$ cat src/rtl/aec_pkg.sv
package aec_pkg;
	// ****************************************
	// register map
	// ****************************************
	localparam int          ADDR_W        = 4;
	localparam int          DATA_W        = 13;
	localparam int          FLAG_W        = 7;
	localparam int          CTRL_W        = 8;
	localparam logic [3:0]  ADDR_ERR      = 4'h4;
	localparam logic [3:0]  ADDR_ERROR_FLAGS_SECOND     = 4'h5;
	localparam logic [3:0]  ADDR_CTRL     = 4'h8;

	// ****************************************
	// error_flags fields
	// ****************************************
	localparam int BIT_SUPPLY_LOSS   = 0;
	localparam int BIT_MAGNET_LOSS   = 1;
	localparam int BIT_INTERNAL_ERR  = 2;
	localparam int BIT_TURNS_OVF     = 3;
	localparam int BIT_OVERTEMP      = 4;
	localparam int BIT_EEPROM_CORR   = 5;
	localparam int BIT_EEPROM_UNCORR = 6;
	localparam logic [6:0] ERR_RST   = 7'h01;
	localparam logic [6:0] ERR_USED  = 7'h7f;

	// ****************************************
	// error_flags_second fields
	// ****************************************
	localparam int BIT_FRONT_FAIL    = 3;
	localparam int BIT_LOGIC_FAIL    = 4;
	localparam int BIT_LINE_CODE     = 6;
	localparam logic [6:0] ERROR_FLAGS_SECOND_RST  = 7'h00;
	localparam logic [6:0] ERROR_FLAGS_SECOND_USED = 7'h58;

	// ****************************************
	// control_commands fields
	// ****************************************
	localparam int BIT_ERR_CLEAR     = 0;
	localparam int BIT_LOW_POWER     = 1;
	localparam int BIT_AVERAGING     = 2;
	localparam int BIT_TURNS_CLEAR   = 3;
	localparam int BIT_SELFTEST      = 4;
	localparam int SEL_LOGIC         = 0;
	localparam int SEL_FRONT         = 1;
	localparam int THR_W             = 11;

	// ****************************************
	// timing
	// ****************************************
	localparam longint CLK_HZ        = 20_000_000;
	localparam longint LOGIC_TEST_MS = 10;
	localparam longint FRONT_TEST_MS = 40;
	localparam int LOGIC_TEST_CYC    = int'((LOGIC_TEST_MS * CLK_HZ) / 1000);
	localparam int FRONT_TEST_CYC    = int'((FRONT_TEST_MS * CLK_HZ) / 1000);

	typedef enum logic [1:0] {
		AEC_ST_IDLE  = 2'b00,
		AEC_ST_LOGIC = 2'b01,
		AEC_ST_FRONT = 2'b10
	} aec_state_t;
endpackage : aec_pkg

$ cat src/rtl/aec_regs.sv
`timescale 1ns/1ps
module aec_regs
	import aec_pkg::*;
#(
	parameter int LOGIC_CYC = aec_pkg::LOGIC_TEST_CYC,
	parameter int FRONT_CYC = aec_pkg::FRONT_TEST_CYC,
	parameter int CNT_W     = 20
) (
	input  wire logic                       ref_clk,
	input  wire logic                       rst_n,
	input  wire logic [aec_pkg::ADDR_W-1:0] reg_addr,
	input  wire logic                       reg_wr,
	input  wire logic [aec_pkg::DATA_W-1:0] reg_wdata,
	output logic      [aec_pkg::DATA_W-1:0] reg_rdata,
	input  wire logic [aec_pkg::FLAG_W-1:0] error_mask_lo,
	input  wire logic [aec_pkg::FLAG_W-1:0] error_mask_hi,
	input  wire logic [1:0]                 selftest_select_field,
	input  wire logic                       averaging_default_field,
	input  wire logic [aec_pkg::THR_W-1:0]  magnet_loss_threshold,
	input  wire logic [aec_pkg::THR_W-1:0]  field_strength,
	input  wire logic                       eeprom_uncorrectable_evt,
	input  wire logic                       eeprom_corrected_evt,
	input  wire logic                       overtemp_evt,
	input  wire logic                       turns_overflow_evt,
	input  wire logic                       internal_logic_error_evt,
	input  wire logic                       supply_loss_evt,
	input  wire logic                       transport_exit_evt,
	input  wire logic                       line_code_error_evt,
	input  wire logic                       logic_selftest_fail_evt,
	input  wire logic                       frontend_selftest_fail_evt,
	output logic                            serial_error_flag,
	output logic                            turns_clear,
	output logic                            averaging_enable,
	output logic                            low_power_select,
	output logic                            logic_selftest_run,
	output logic                            frontend_selftest_run,
	output logic                            angle_hold
);
	import aec_pkg::*;

	// ****************************************
	// register access decode
	// ****************************************
	logic [FLAG_W-1:0] err_r;
	logic [FLAG_W-1:0] error_flags_second_r;
	logic [FLAG_W-1:0] err_nxt;
	logic [FLAG_W-1:0] error_flags_second_nxt;
	logic [FLAG_W-1:0] err_set_w;
	logic [FLAG_W-1:0] error_flags_second_set_w;
	logic              avg_r;
	logic              lp_r;
	logic              loaded_r;
	logic              avg_nxt;
	logic              lp_nxt;
	logic              ctrl_wr_w;
	logic              err_clr_w;
	logic              trn_clr_w;
	logic              st_start_w;
	logic [DATA_W-1:0] rd_mux_w;
	logic [CTRL_W-1:0] ctrl_rd_w;
	logic              err_any_w;

	assign ctrl_wr_w  = reg_wr && (reg_addr == ADDR_CTRL);
	assign err_clr_w  = ctrl_wr_w && reg_wdata[BIT_ERR_CLEAR];
	assign trn_clr_w  = ctrl_wr_w && reg_wdata[BIT_TURNS_CLEAR];
	assign st_start_w = ctrl_wr_w && reg_wdata[BIT_SELFTEST];

	// command bits never hold state, so they read as zero
	assign ctrl_rd_w = CTRL_W'({avg_r, lp_r, 1'b0} << BIT_ERR_CLEAR);

	assign rd_mux_w =
		(reg_addr == ADDR_ERR)  ? DATA_W'(err_r)     :
		(reg_addr == ADDR_ERROR_FLAGS_SECOND) ? DATA_W'(error_flags_second_r)    :
		(reg_addr == ADDR_CTRL) ? DATA_W'(ctrl_rd_w) :
		'0;

	// ****************************************
	// error flag sources
	// ****************************************
	always_comb begin
		err_set_w                    = '0;
		err_set_w[BIT_EEPROM_UNCORR] = eeprom_uncorrectable_evt;
		err_set_w[BIT_EEPROM_CORR]   = eeprom_corrected_evt;
		err_set_w[BIT_OVERTEMP]      = overtemp_evt;
		err_set_w[BIT_TURNS_OVF]     = turns_overflow_evt;
		err_set_w[BIT_INTERNAL_ERR]  = internal_logic_error_evt;
		err_set_w[BIT_MAGNET_LOSS]   = field_strength < magnet_loss_threshold;
		err_set_w[BIT_SUPPLY_LOSS]   = supply_loss_evt || transport_exit_evt;
		error_flags_second_set_w                   = '0;
		error_flags_second_set_w[BIT_LINE_CODE]    = line_code_error_evt;
		error_flags_second_set_w[BIT_LOGIC_FAIL]   = logic_selftest_fail_evt;
		error_flags_second_set_w[BIT_FRONT_FAIL]   = frontend_selftest_fail_evt;
	end

	// set beats clear so an event in the clearing cycle survives
	genvar gi;
	generate
		for (gi = 0; gi < FLAG_W; gi++) begin : g_flag
			assign err_nxt[gi]  = ERR_USED[gi] &&
				(err_set_w[gi] || (err_r[gi] && !err_clr_w));
			assign error_flags_second_nxt[gi] = ERROR_FLAGS_SECOND_USED[gi] &&
				(error_flags_second_set_w[gi] || (error_flags_second_r[gi] && !err_clr_w));
		end
	endgenerate

	// mask only gates the indicator, never the stored flag
	assign err_any_w = |(err_r & ~error_mask_lo) || |(error_flags_second_r & ~error_mask_hi);

	// ****************************************
	// control bits
	// ****************************************
	// eeprom default is caught on the first clock after reset release
	assign avg_nxt = !loaded_r ? averaging_default_field :
		ctrl_wr_w ? reg_wdata[BIT_AVERAGING] : avg_r;
	assign lp_nxt  = ctrl_wr_w ? reg_wdata[BIT_LOW_POWER] : lp_r;

	always_ff @(posedge ref_clk) begin
		if (!rst_n) begin
			err_r             <= ERR_RST;
			error_flags_second_r            <= ERROR_FLAGS_SECOND_RST;
			avg_r             <= 1'b0;
			lp_r              <= 1'b0;
			loaded_r          <= 1'b0;
			reg_rdata         <= '0;
			serial_error_flag <= 1'b0;
			turns_clear       <= 1'b0;
		end else begin
			err_r             <= err_nxt;
			error_flags_second_r            <= error_flags_second_nxt;
			avg_r             <= avg_nxt;
			lp_r              <= lp_nxt;
			loaded_r          <= 1'b1;
			reg_rdata         <= rd_mux_w;
			serial_error_flag <= err_any_w;
			turns_clear       <= trn_clr_w;
		end
	end

	assign averaging_enable = avg_r;
	assign low_power_select = lp_r;

	// ****************************************
	// self-test sequencer
	// ****************************************
	aec_state_t       state_r;
	aec_state_t       state_nxt;
	logic [CNT_W-1:0] cnt_r;
	logic [CNT_W-1:0] cnt_nxt;
	logic [1:0]       sel_r;
	logic [1:0]       sel_nxt;
	logic             logic_end_w;
	logic             front_end_w;

	assign logic_end_w = cnt_r == CNT_W'(LOGIC_CYC - 1);
	assign front_end_w = cnt_r == CNT_W'(FRONT_CYC - 1);
	// a start while a test runs is dropped; tests are not restartable
	assign sel_nxt = (state_r == AEC_ST_IDLE && st_start_w) ? selftest_select_field : sel_r;

	always_comb begin
		state_nxt = state_r;
		unique case (state_r)
			AEC_ST_IDLE: begin
				if (st_start_w && selftest_select_field[SEL_LOGIC]) begin
					state_nxt = AEC_ST_LOGIC;
				end else if (st_start_w && selftest_select_field[SEL_FRONT]) begin
					state_nxt = AEC_ST_FRONT;
				end
			end
			AEC_ST_LOGIC: begin
				if (logic_end_w) begin
					state_nxt = sel_r[SEL_FRONT] ? AEC_ST_FRONT : AEC_ST_IDLE;
				end
			end
			AEC_ST_FRONT: begin
				if (front_end_w) begin
					state_nxt = AEC_ST_IDLE;
				end
			end
			default: state_nxt = AEC_ST_IDLE;
		endcase
	end

	assign cnt_nxt = (state_nxt != state_r || state_r == AEC_ST_IDLE) ? '0 :
		CNT_W'(cnt_r + 1'b1);

	always_ff @(posedge ref_clk) begin
		if (!rst_n) begin
			state_r               <= AEC_ST_IDLE;
			cnt_r                 <= '0;
			sel_r                 <= 2'h0;
			logic_selftest_run    <= 1'b0;
			frontend_selftest_run <= 1'b0;
			angle_hold            <= 1'b0;
		end else begin
			state_r               <= state_nxt;
			cnt_r                 <= cnt_nxt;
			sel_r                 <= sel_nxt;
			logic_selftest_run    <= state_nxt == AEC_ST_LOGIC;
			frontend_selftest_run <= state_nxt == AEC_ST_FRONT;
			angle_hold            <= state_nxt != AEC_ST_IDLE;
		end
	end
endmodule : aec_regs

$ cat config.mk
export PLATFORM = sky130hd
export DESIGN_NAME = aec_regs
export DESIGN_NICKNAME = d
export VERILOG_FILES = /design/src/rtl/aec_pkg.sv /design/src/rtl/aec_regs.sv
export SDC_FILE = /design/constraint.sdc
export NUM_CORES = 1
export LEC_CHECK = 0
export ABC_AREA = 1
export BUFFER_PORTS_ARGS = -buffer_cell sky130_fd_sc_hd__buf_2
export CORE_ASPECT_RATIO = 1.5
export CORE_UTILIZATION = 45
export CTS_BUF_LIST = sky130_fd_sc_hd__clkbuf_2 sky130_fd_sc_hd__clkbuf_4 sky130_fd_sc_hd__clkbuf_8
export DETAILED_ROUTE_END_ITERATION = 16
export PLACE_DENSITY = 0.8
export SLEW_MARGIN = 30
export SYNTH_ARGS = -nofsm -noshare
export SYNTH_HDL_FRONTEND = slang
export SYNTH_SLANG_ARGS = --single-unit
$ cat constraint.sdc
create_clock -name ref_clk -period 3.2 [get_ports ref_clk]
set_input_delay 0.64 -clock ref_clk [delete_from_list [all_inputs] [get_ports ref_clk]]
set_output_delay 0.64 -clock ref_clk [all_outputs]
set_load 0.05 [all_outputs]
; ---- Yosys cells after proc, flatten, opt, wreduce, memory -nomap -nowiden
; Index checks and enable logic that the tools add are counted.
[word_totals]
inputBits = 69
wordCells = 83
out_inout_bits = 20
reg_bits = 59
[op_classes]
n_mux = 12
magnitude_cmp = 1
n_eq_ne = 11
n_reduce_logical = 37
n_bitwise = 5
addsub = 1
[ops]
columns = operator, n
row1 = "20-bit by 1-bit adder with 20-bit output, second input constant", 1
row2 = "20-bit by 18-bit == test with 1-bit output, second input constant", 1
row3 = "20-bit == test, second input constant", 1
row4 = 1-bit logical AND, 17
row5 = 7-bit bitwise AND, 2
row6 = 7-bit 2-to-1 mux, 2
row7 = 7-bit NOT, 2
row8 = 7-bit OR reduction, 2
row9 = 1-bit logical OR, 13
row10 = 11-bit less-than comparator, 1
row11 = 2-bit 2-to-1 mux, 5
row12 = "4-bit by 3-bit == test with 1-bit output, second input constant", 2
row13 = 2-bit one-hot mux with 3 select lines, 1
row14 = "2-bit by 1-bit == test with 1-bit output, second input constant", 2
row15 = "2-bit == test, second input constant", 2
row16 = "4-bit == test, second input constant", 1
row17 = 1-bit 2-to-1 mux, 3
row18 = 3-bit 2-to-1 mux, 1
row19 = 3-bit OR reduction, 1
row20 = 2-bit logical NOT, 1
row21 = "2-bit by 1-bit != test with 1-bit output, second input constant", 1
row22 = 2-bit != test, 1
row23 = 2-bit nonzero test, 1
row24 = 2-bit OR reduction, 1
row25 = other kinds (2), 2

; ---- Depth between registers and ports, before layout
[depth]
depth_word = 10
depth_mapped = 10
mapped_depth_nobuf = 10

; ---- Worst setup path after synthesis
; OpenSTA, ideal clock, no wires.
[synth_path]
path_type = input -> register
from = in reg_addr[3] (netlist bit)
to = reg cnt_r[17]
path_stages = 10
t_required_ns = 3.083
path_slack_ns = 1.555
arrival_ns = 1.528
n_path_buf = 1
setup_ns = 0.117
cell_sequence = inv_1 -> nor2_2 -> nand2_2 -> nor2_4 -> nand3_1 -> nand2_1 -> a21oi_1 -> nand3_2 -> buf_6 -> nor2_2
[synth_between]
elab_chain_cells = 10
word_cells_on_any_way = 11
classes_between = 2 x eq/ne / 3 x mux / 6 x reduce/logical
[synth_rtl]
columns = item, line
row1 = from (decl), aec_regs.sv:11  ; input wire logic [aec_pkg::ADDR_W-1:0] reg_addr,
row2 = 4-bit == test *, aec_regs.sv:63  ; assign ctrl_wr_w = reg_wr && (reg_addr == ADDR_CTRL);
row3 = 1-bit logical AND *, aec_regs.sv:63
row4 = 1-bit logical AND *, aec_regs.sv:66  ; assign st_start_w = ctrl_wr_w && reg_wdata[BIT_SELFTEST];
row5 = 1-bit logical AND, aec_regs.sv:165  ; end else if (st_start_w && selftest_select_field[SEL_FRONT]) begin
row6 = 2-bit 2-to-1 mux, aec_regs.sv:165
row7 = 2-bit 2-to-1 mux *, aec_regs.sv:163  ; if (st_start_w && selftest_select_field[SEL_LOGIC]) begin
row8 = 2-bit one-hot mux with 3 select lines *, aec_regs.sv:161  ; unique case (state_r)
row9 = 2-bit != test *, aec_regs.sv:183  ; assign cnt_nxt = (state_nxt != state_r || state_r == AEC_ST_IDLE) ? '0 :
row10 = 1-bit logical OR *, aec_regs.sv:183
row11 = 2-bit OR reduction (no source line) *, -
row12 = to (signal assigned), aec_regs.sv:196  ; cnt_r <= cnt_nxt;
row13 = to (decl), aec_regs.sv:147  ; logic [CNT_W-1:0] cnt_r;
; Every way passes the cells marked *; elsewhere a longest branch is shown, timed or not.
; A chain may end at the register's enable or synchronous reset.

; ---- Worst setup path after layout
[layout_path]
from = reg cnt_r[0]
to = reg cnt_r[16]
[layout_between]
elab_chain_cells = 6
word_cells_on_any_way = 9
classes_between = 1 x add/sub / 3 x eq/ne / 3 x mux / 2 x reduce/logical
[layout_rtl]
columns = item, line
row1 = 20-bit == test or 20-bit by 18-bit == test with 1-bit output (tied branches), "aec_regs.sv:155, aec_regs.sv:154"
row2 = 2-bit 2-to-1 mux (on tied branches), "aec_regs.sv:175, aec_regs.sv:170"
row3 = 2-bit one-hot mux with 3 select lines, aec_regs.sv:161
row4 = 2-bit != test, aec_regs.sv:183
row5 = 1-bit logical OR, aec_regs.sv:183
row6 = 2-bit OR reduction (no source line), -
; Parallel ways exist; a longest one is shown, timed or not.

==> impl_results.md <==
* Async SR Flop Fraction at 0
* Reported max-cap violation count at 0
* Leak at 1.43 nW
* Combined global-route utilization of all metal layers at 0.202
* Final hold viol count at 0
* CP Launch Type: register
* Pin count of the biggest net entering global routing at 21
* Starting DRC count in detailed routing at 25
* Residual antenna-violating net count after detailed routing at 0
* CTS clock-pin slew for the worst setup and hold paths at 0.08 ns
* Worst slew pin tran at 0.625 ns
* Worst clock skew at 0.00507 ns
* Critical path class: register to register
* Post-synthesis to final-layout area growth at 20.5%
* Layout cells sized above 1 at 0.290
* GR peak layer: met2
* GRT met3 Usage at 0.0456
* Run status: finished clean
* Post-DP Area at 2840 µm²
* CORE AREA at 5200 µm²
* Total detailed-routing wirelength at 5270 µm
* Die H at 92.6 µm
* Timing-limited maximum frequency at 490 MHz
* Worst reg2reg path startpoint: cnt_r[0]
* Count of warnings emitted by yosys at 0
* Per-instance average area after synthesis at 7.61 µm²
* Final Setup Violations at 0
* Floorplan die area at 5780 µm²
* Number of enable flip-flop cells after synthesis at 0
* Final net count at 476
* Post-route setup TNS at 0 ns
* CTS tree: yes
* Leftover overflow at the end of global routing at 0
* Clock tree buffer depth at 2
* RePlAce Congestion at 0.857
* Post-layout instance count excluding filler cells at 465
* Power per Cell Area at 413 nW/µm²
* Nature of the critical path endpoint: register
* Net load switching power at 0.000287 W
* Per-cell via count in the routed design at 4.87
* Post-route fraction of the period consumed by the critical path at 0.638
* Global-route wire length before repair at 9370 µm
* Routing usage on met2 at 0.411
* Critical path data arrival time at 2.26 ns
* Master cell of the clock root buffer: sky130_fd_sc_hd__clkbuf_8
* Required time of the worst setup path at 3.42 ns
* Antenna violations before repair at 0
* Worst r2r path cells at 8
* Fraction of the yosys area taken by sequential cells at 0.390
* Final critical path time including I/O delays and setup at 2.04 ns
* Internal power at 0.000939 W
* Unrepaired setup endpoints after global routing: no
* Endpoint of the worst-slack reg-to-reg timing path: cnt_r[16]
* Initial DRT Pass Iterations at 4
* Main flop type after synthesis: sky130_fd_sc_hd__dfxtp_1
* Vias in the first global route at 2379
* Port Buffers at 70
* # resized after CTS at 0
* Count of different cell masters after synthesis at 29
* Hold worst-path end: err_r[0]
* Sequential share of power at 0.504
* Critical-path maximum fanout at 20
* Proportion of power drawn by combinational gates at 0.109
* Number of placed I/O pins at 89
* Design Area, Final at 2970 µm²
* # clock sinks at 48
* Cell count after placement at 457
* Post-synthesis cell area at 2460 µm²
* HPWL after detailed placement at 4060 µm
* Mean routed wirelength per cell at 11.3 µm
* GR Layer Usage met1 at 0.177
* Number of buffers added by the clock tree synthesis step at 5
* Clk pwr share at 0.387
* HP Start: err_r[0]
* FF-to-FF setup slack at 1.16 ns
* Most common library cell in the layout ignoring fill and taps: sky130_fd_sc_hd__buf_2
* Antenna Diode Count at 0
* Starting density of the core at 0.474
* Pins over their slew limit at 0
* Total Power Consumption at 0.00123 W
* Highest-count cells in the layout ignoring fill and taps: sky130_fd_sc_hd__buf_2 (70), sky130_fd_sc_hd__inv_1 (53), sky130_fd_sc_hd__dfxtp_1 (48)
* Relative max-transition margin at 0.583
* Number of cells traversed by the worst hold path at 2
* Gate count of the mapped netlist at 324
* Die width at 62.4 µm
* Postcts setup bufs at 0
* Register bit count reported by yosys at 48
* Tightest Hold Check Type: register to register
* Vias at 2263
* Core Rows at 32
* Worst vdd ir at 0.269 mV
* H-tree level count at 2
* Count of hold buffers inserted by post-cts repair at 0
* Detailed-route DRC error count at 0
* Switching part of the total power at 0.234
* Worst-skew pair later-pin latency at 0.30 ns
==> through the flow <==
step                setup slack [ns]   util  hold slack, ns
floorplan                       1.56      -           0.419
global placement               0.934  0.546           0.430
detailed placement             0.890  0.546           0.432
CTS                             1.14  0.571           0.452
global route                    1.04  0.571           0.488
finish                          1.16  0.571           0.453
==> worst max path at each step <==
stage | cells after the start | slack (ns) | from | endpoint
2_1_floorplan | 10 | 1.56 | reg_addr[3] | cnt_r[17]
3_3_place_gp | 8 | 0.93 | reg_addr[1] | cnt_r[18]
3_5_place_dp | 8 | 0.89 | reg_addr[1] | cnt_r[3]
4_1_cts | 8 | 1.14 | cnt_r[0] | cnt_r[3]
5_1_grt | 8 | 1.04 | cnt_r[0] | cnt_r[6]
6_report | 8 | 1.16 | cnt_r[0] | cnt_r[16]
==> kinds of logic (layout without fill, tap and decap cells) <==
logic type | count (synthesis) | in the layout | synth area share
and+or+nand+nor | 150 | 150 | 0.307
AOI/OAI and AO/OA | 32 | 32 | 0.0716
adders and majority gates | 11 | 11 | 0.0558
DFF | 48 | 48 | 0.390
buffers and inverters | 65 | 133 | 0.114
xor gates and xnor gates | 17 | 17 | 0.0604
other | 1 | 6 | 0.00152
==> power groups by stage <==
| stage | registers [W] | logic (W) | clock network (W) |
|---|---|---|---|
| 3_5_place_dp | 0.000630 | 0.000134 | 0 |
| 4_1_cts | 0.000617 | 0.000135 | 0.000484 |
| 6_report | 0.000617 | 0.000134 | 0.000474 |
| 3_3_place_gp | 0.000630 | 0.000130 | 0 |
| 2_1_floorplan | 0.000643 | 0.0000763 | 0 |
| 5_1_grt | 0.000619 | 0.000151 | 0.000504 |
==> synthesized netlist by cell type, types with 2 or more instances <==
master / number / area share
sky130_fd_sc_hd__a21oi_1: 17 / 0.035
sky130_fd_sc_hd__dfxtp_1: 48 / 0.39
sky130_fd_sc_hd__xnor2_1: 8 / 0.028
sky130_fd_sc_hd__o22ai_1: 4 / 0.010
sky130_fd_sc_hd__nand3_2: 4 / 0.016
sky130_fd_sc_hd__nor2_1: 45 / 0.069
sky130_fd_sc_hd__nor3_1: 4 / 0.0081
sky130_fd_sc_hd__o21ai_0: 7 / 0.014
sky130_fd_sc_hd__clkbuf_1: 2 / 0.0030
sky130_fd_sc_hd__buf_4: 6 / 0.018
sky130_fd_sc_hd__inv_1: 53 / 0.081
sky130_fd_sc_hd__nand3b_1: 2 / 0.0061
sky130_fd_sc_hd__nand2_1: 40 / 0.061
sky130_fd_sc_hd__o211ai_1: 2 / 0.0061
sky130_fd_sc_hd__nand3_1: 15 / 0.030
sky130_fd_sc_hd__nand4_1: 9 / 0.023
sky130_fd_sc_hd__nand2_2: 4 / 0.010
sky130_fd_sc_hd__ha_1: 11 / 0.056
sky130_fd_sc_hd__buf_6: 2 / 0.0091
sky130_fd_sc_hd__xor2_1: 9 / 0.032
sky130_fd_sc_hd__inv_2: 2 / 0.0030
sky130_fd_sc_hd__nor2_2: 23 / 0.058
==> worst max-delay path, stage by stage, from the launching register on <==
cell                      delay [ns]
sky130_fd_sc_hd__dfxtp_1        0.34
sky130_fd_sc_hd__ha_1           0.24
sky130_fd_sc_hd__nand3_2        0.15
sky130_fd_sc_hd__nor2_1         0.07
sky130_fd_sc_hd__nand3_1        0.08
sky130_fd_sc_hd__nand2_1        0.08
sky130_fd_sc_hd__a21oi_1        0.24
sky130_fd_sc_hd__nand3_2        0.54
sky130_fd_sc_hd__nor2_2         0.23
==> cell type report <==
cell class,instances,area (µm²)
well taps,68,85.1
clock buffers,7,96.3
multi-input cells,216,1240
inverters,55,206
flip-flops and latches,48,961
repair buffers,70,350
clock inverters,1,30.0
fillers,494,2230
==> flip-flops by register name (all words and copies together), names as in the netlist, 2 cells and up <==
signal                flops
state_r                   2
cnt_r                    20
error_flags_second_r      3
err_r                     7
reg_rdata                 7
==> metal layers <==
metal	wire, µm	up-vias
met4	158	0
met1	1930	1023
met5	0	-
met2	2900	74
li1	-	1150
met3	280	16
(Power assumes the default switching activity.)
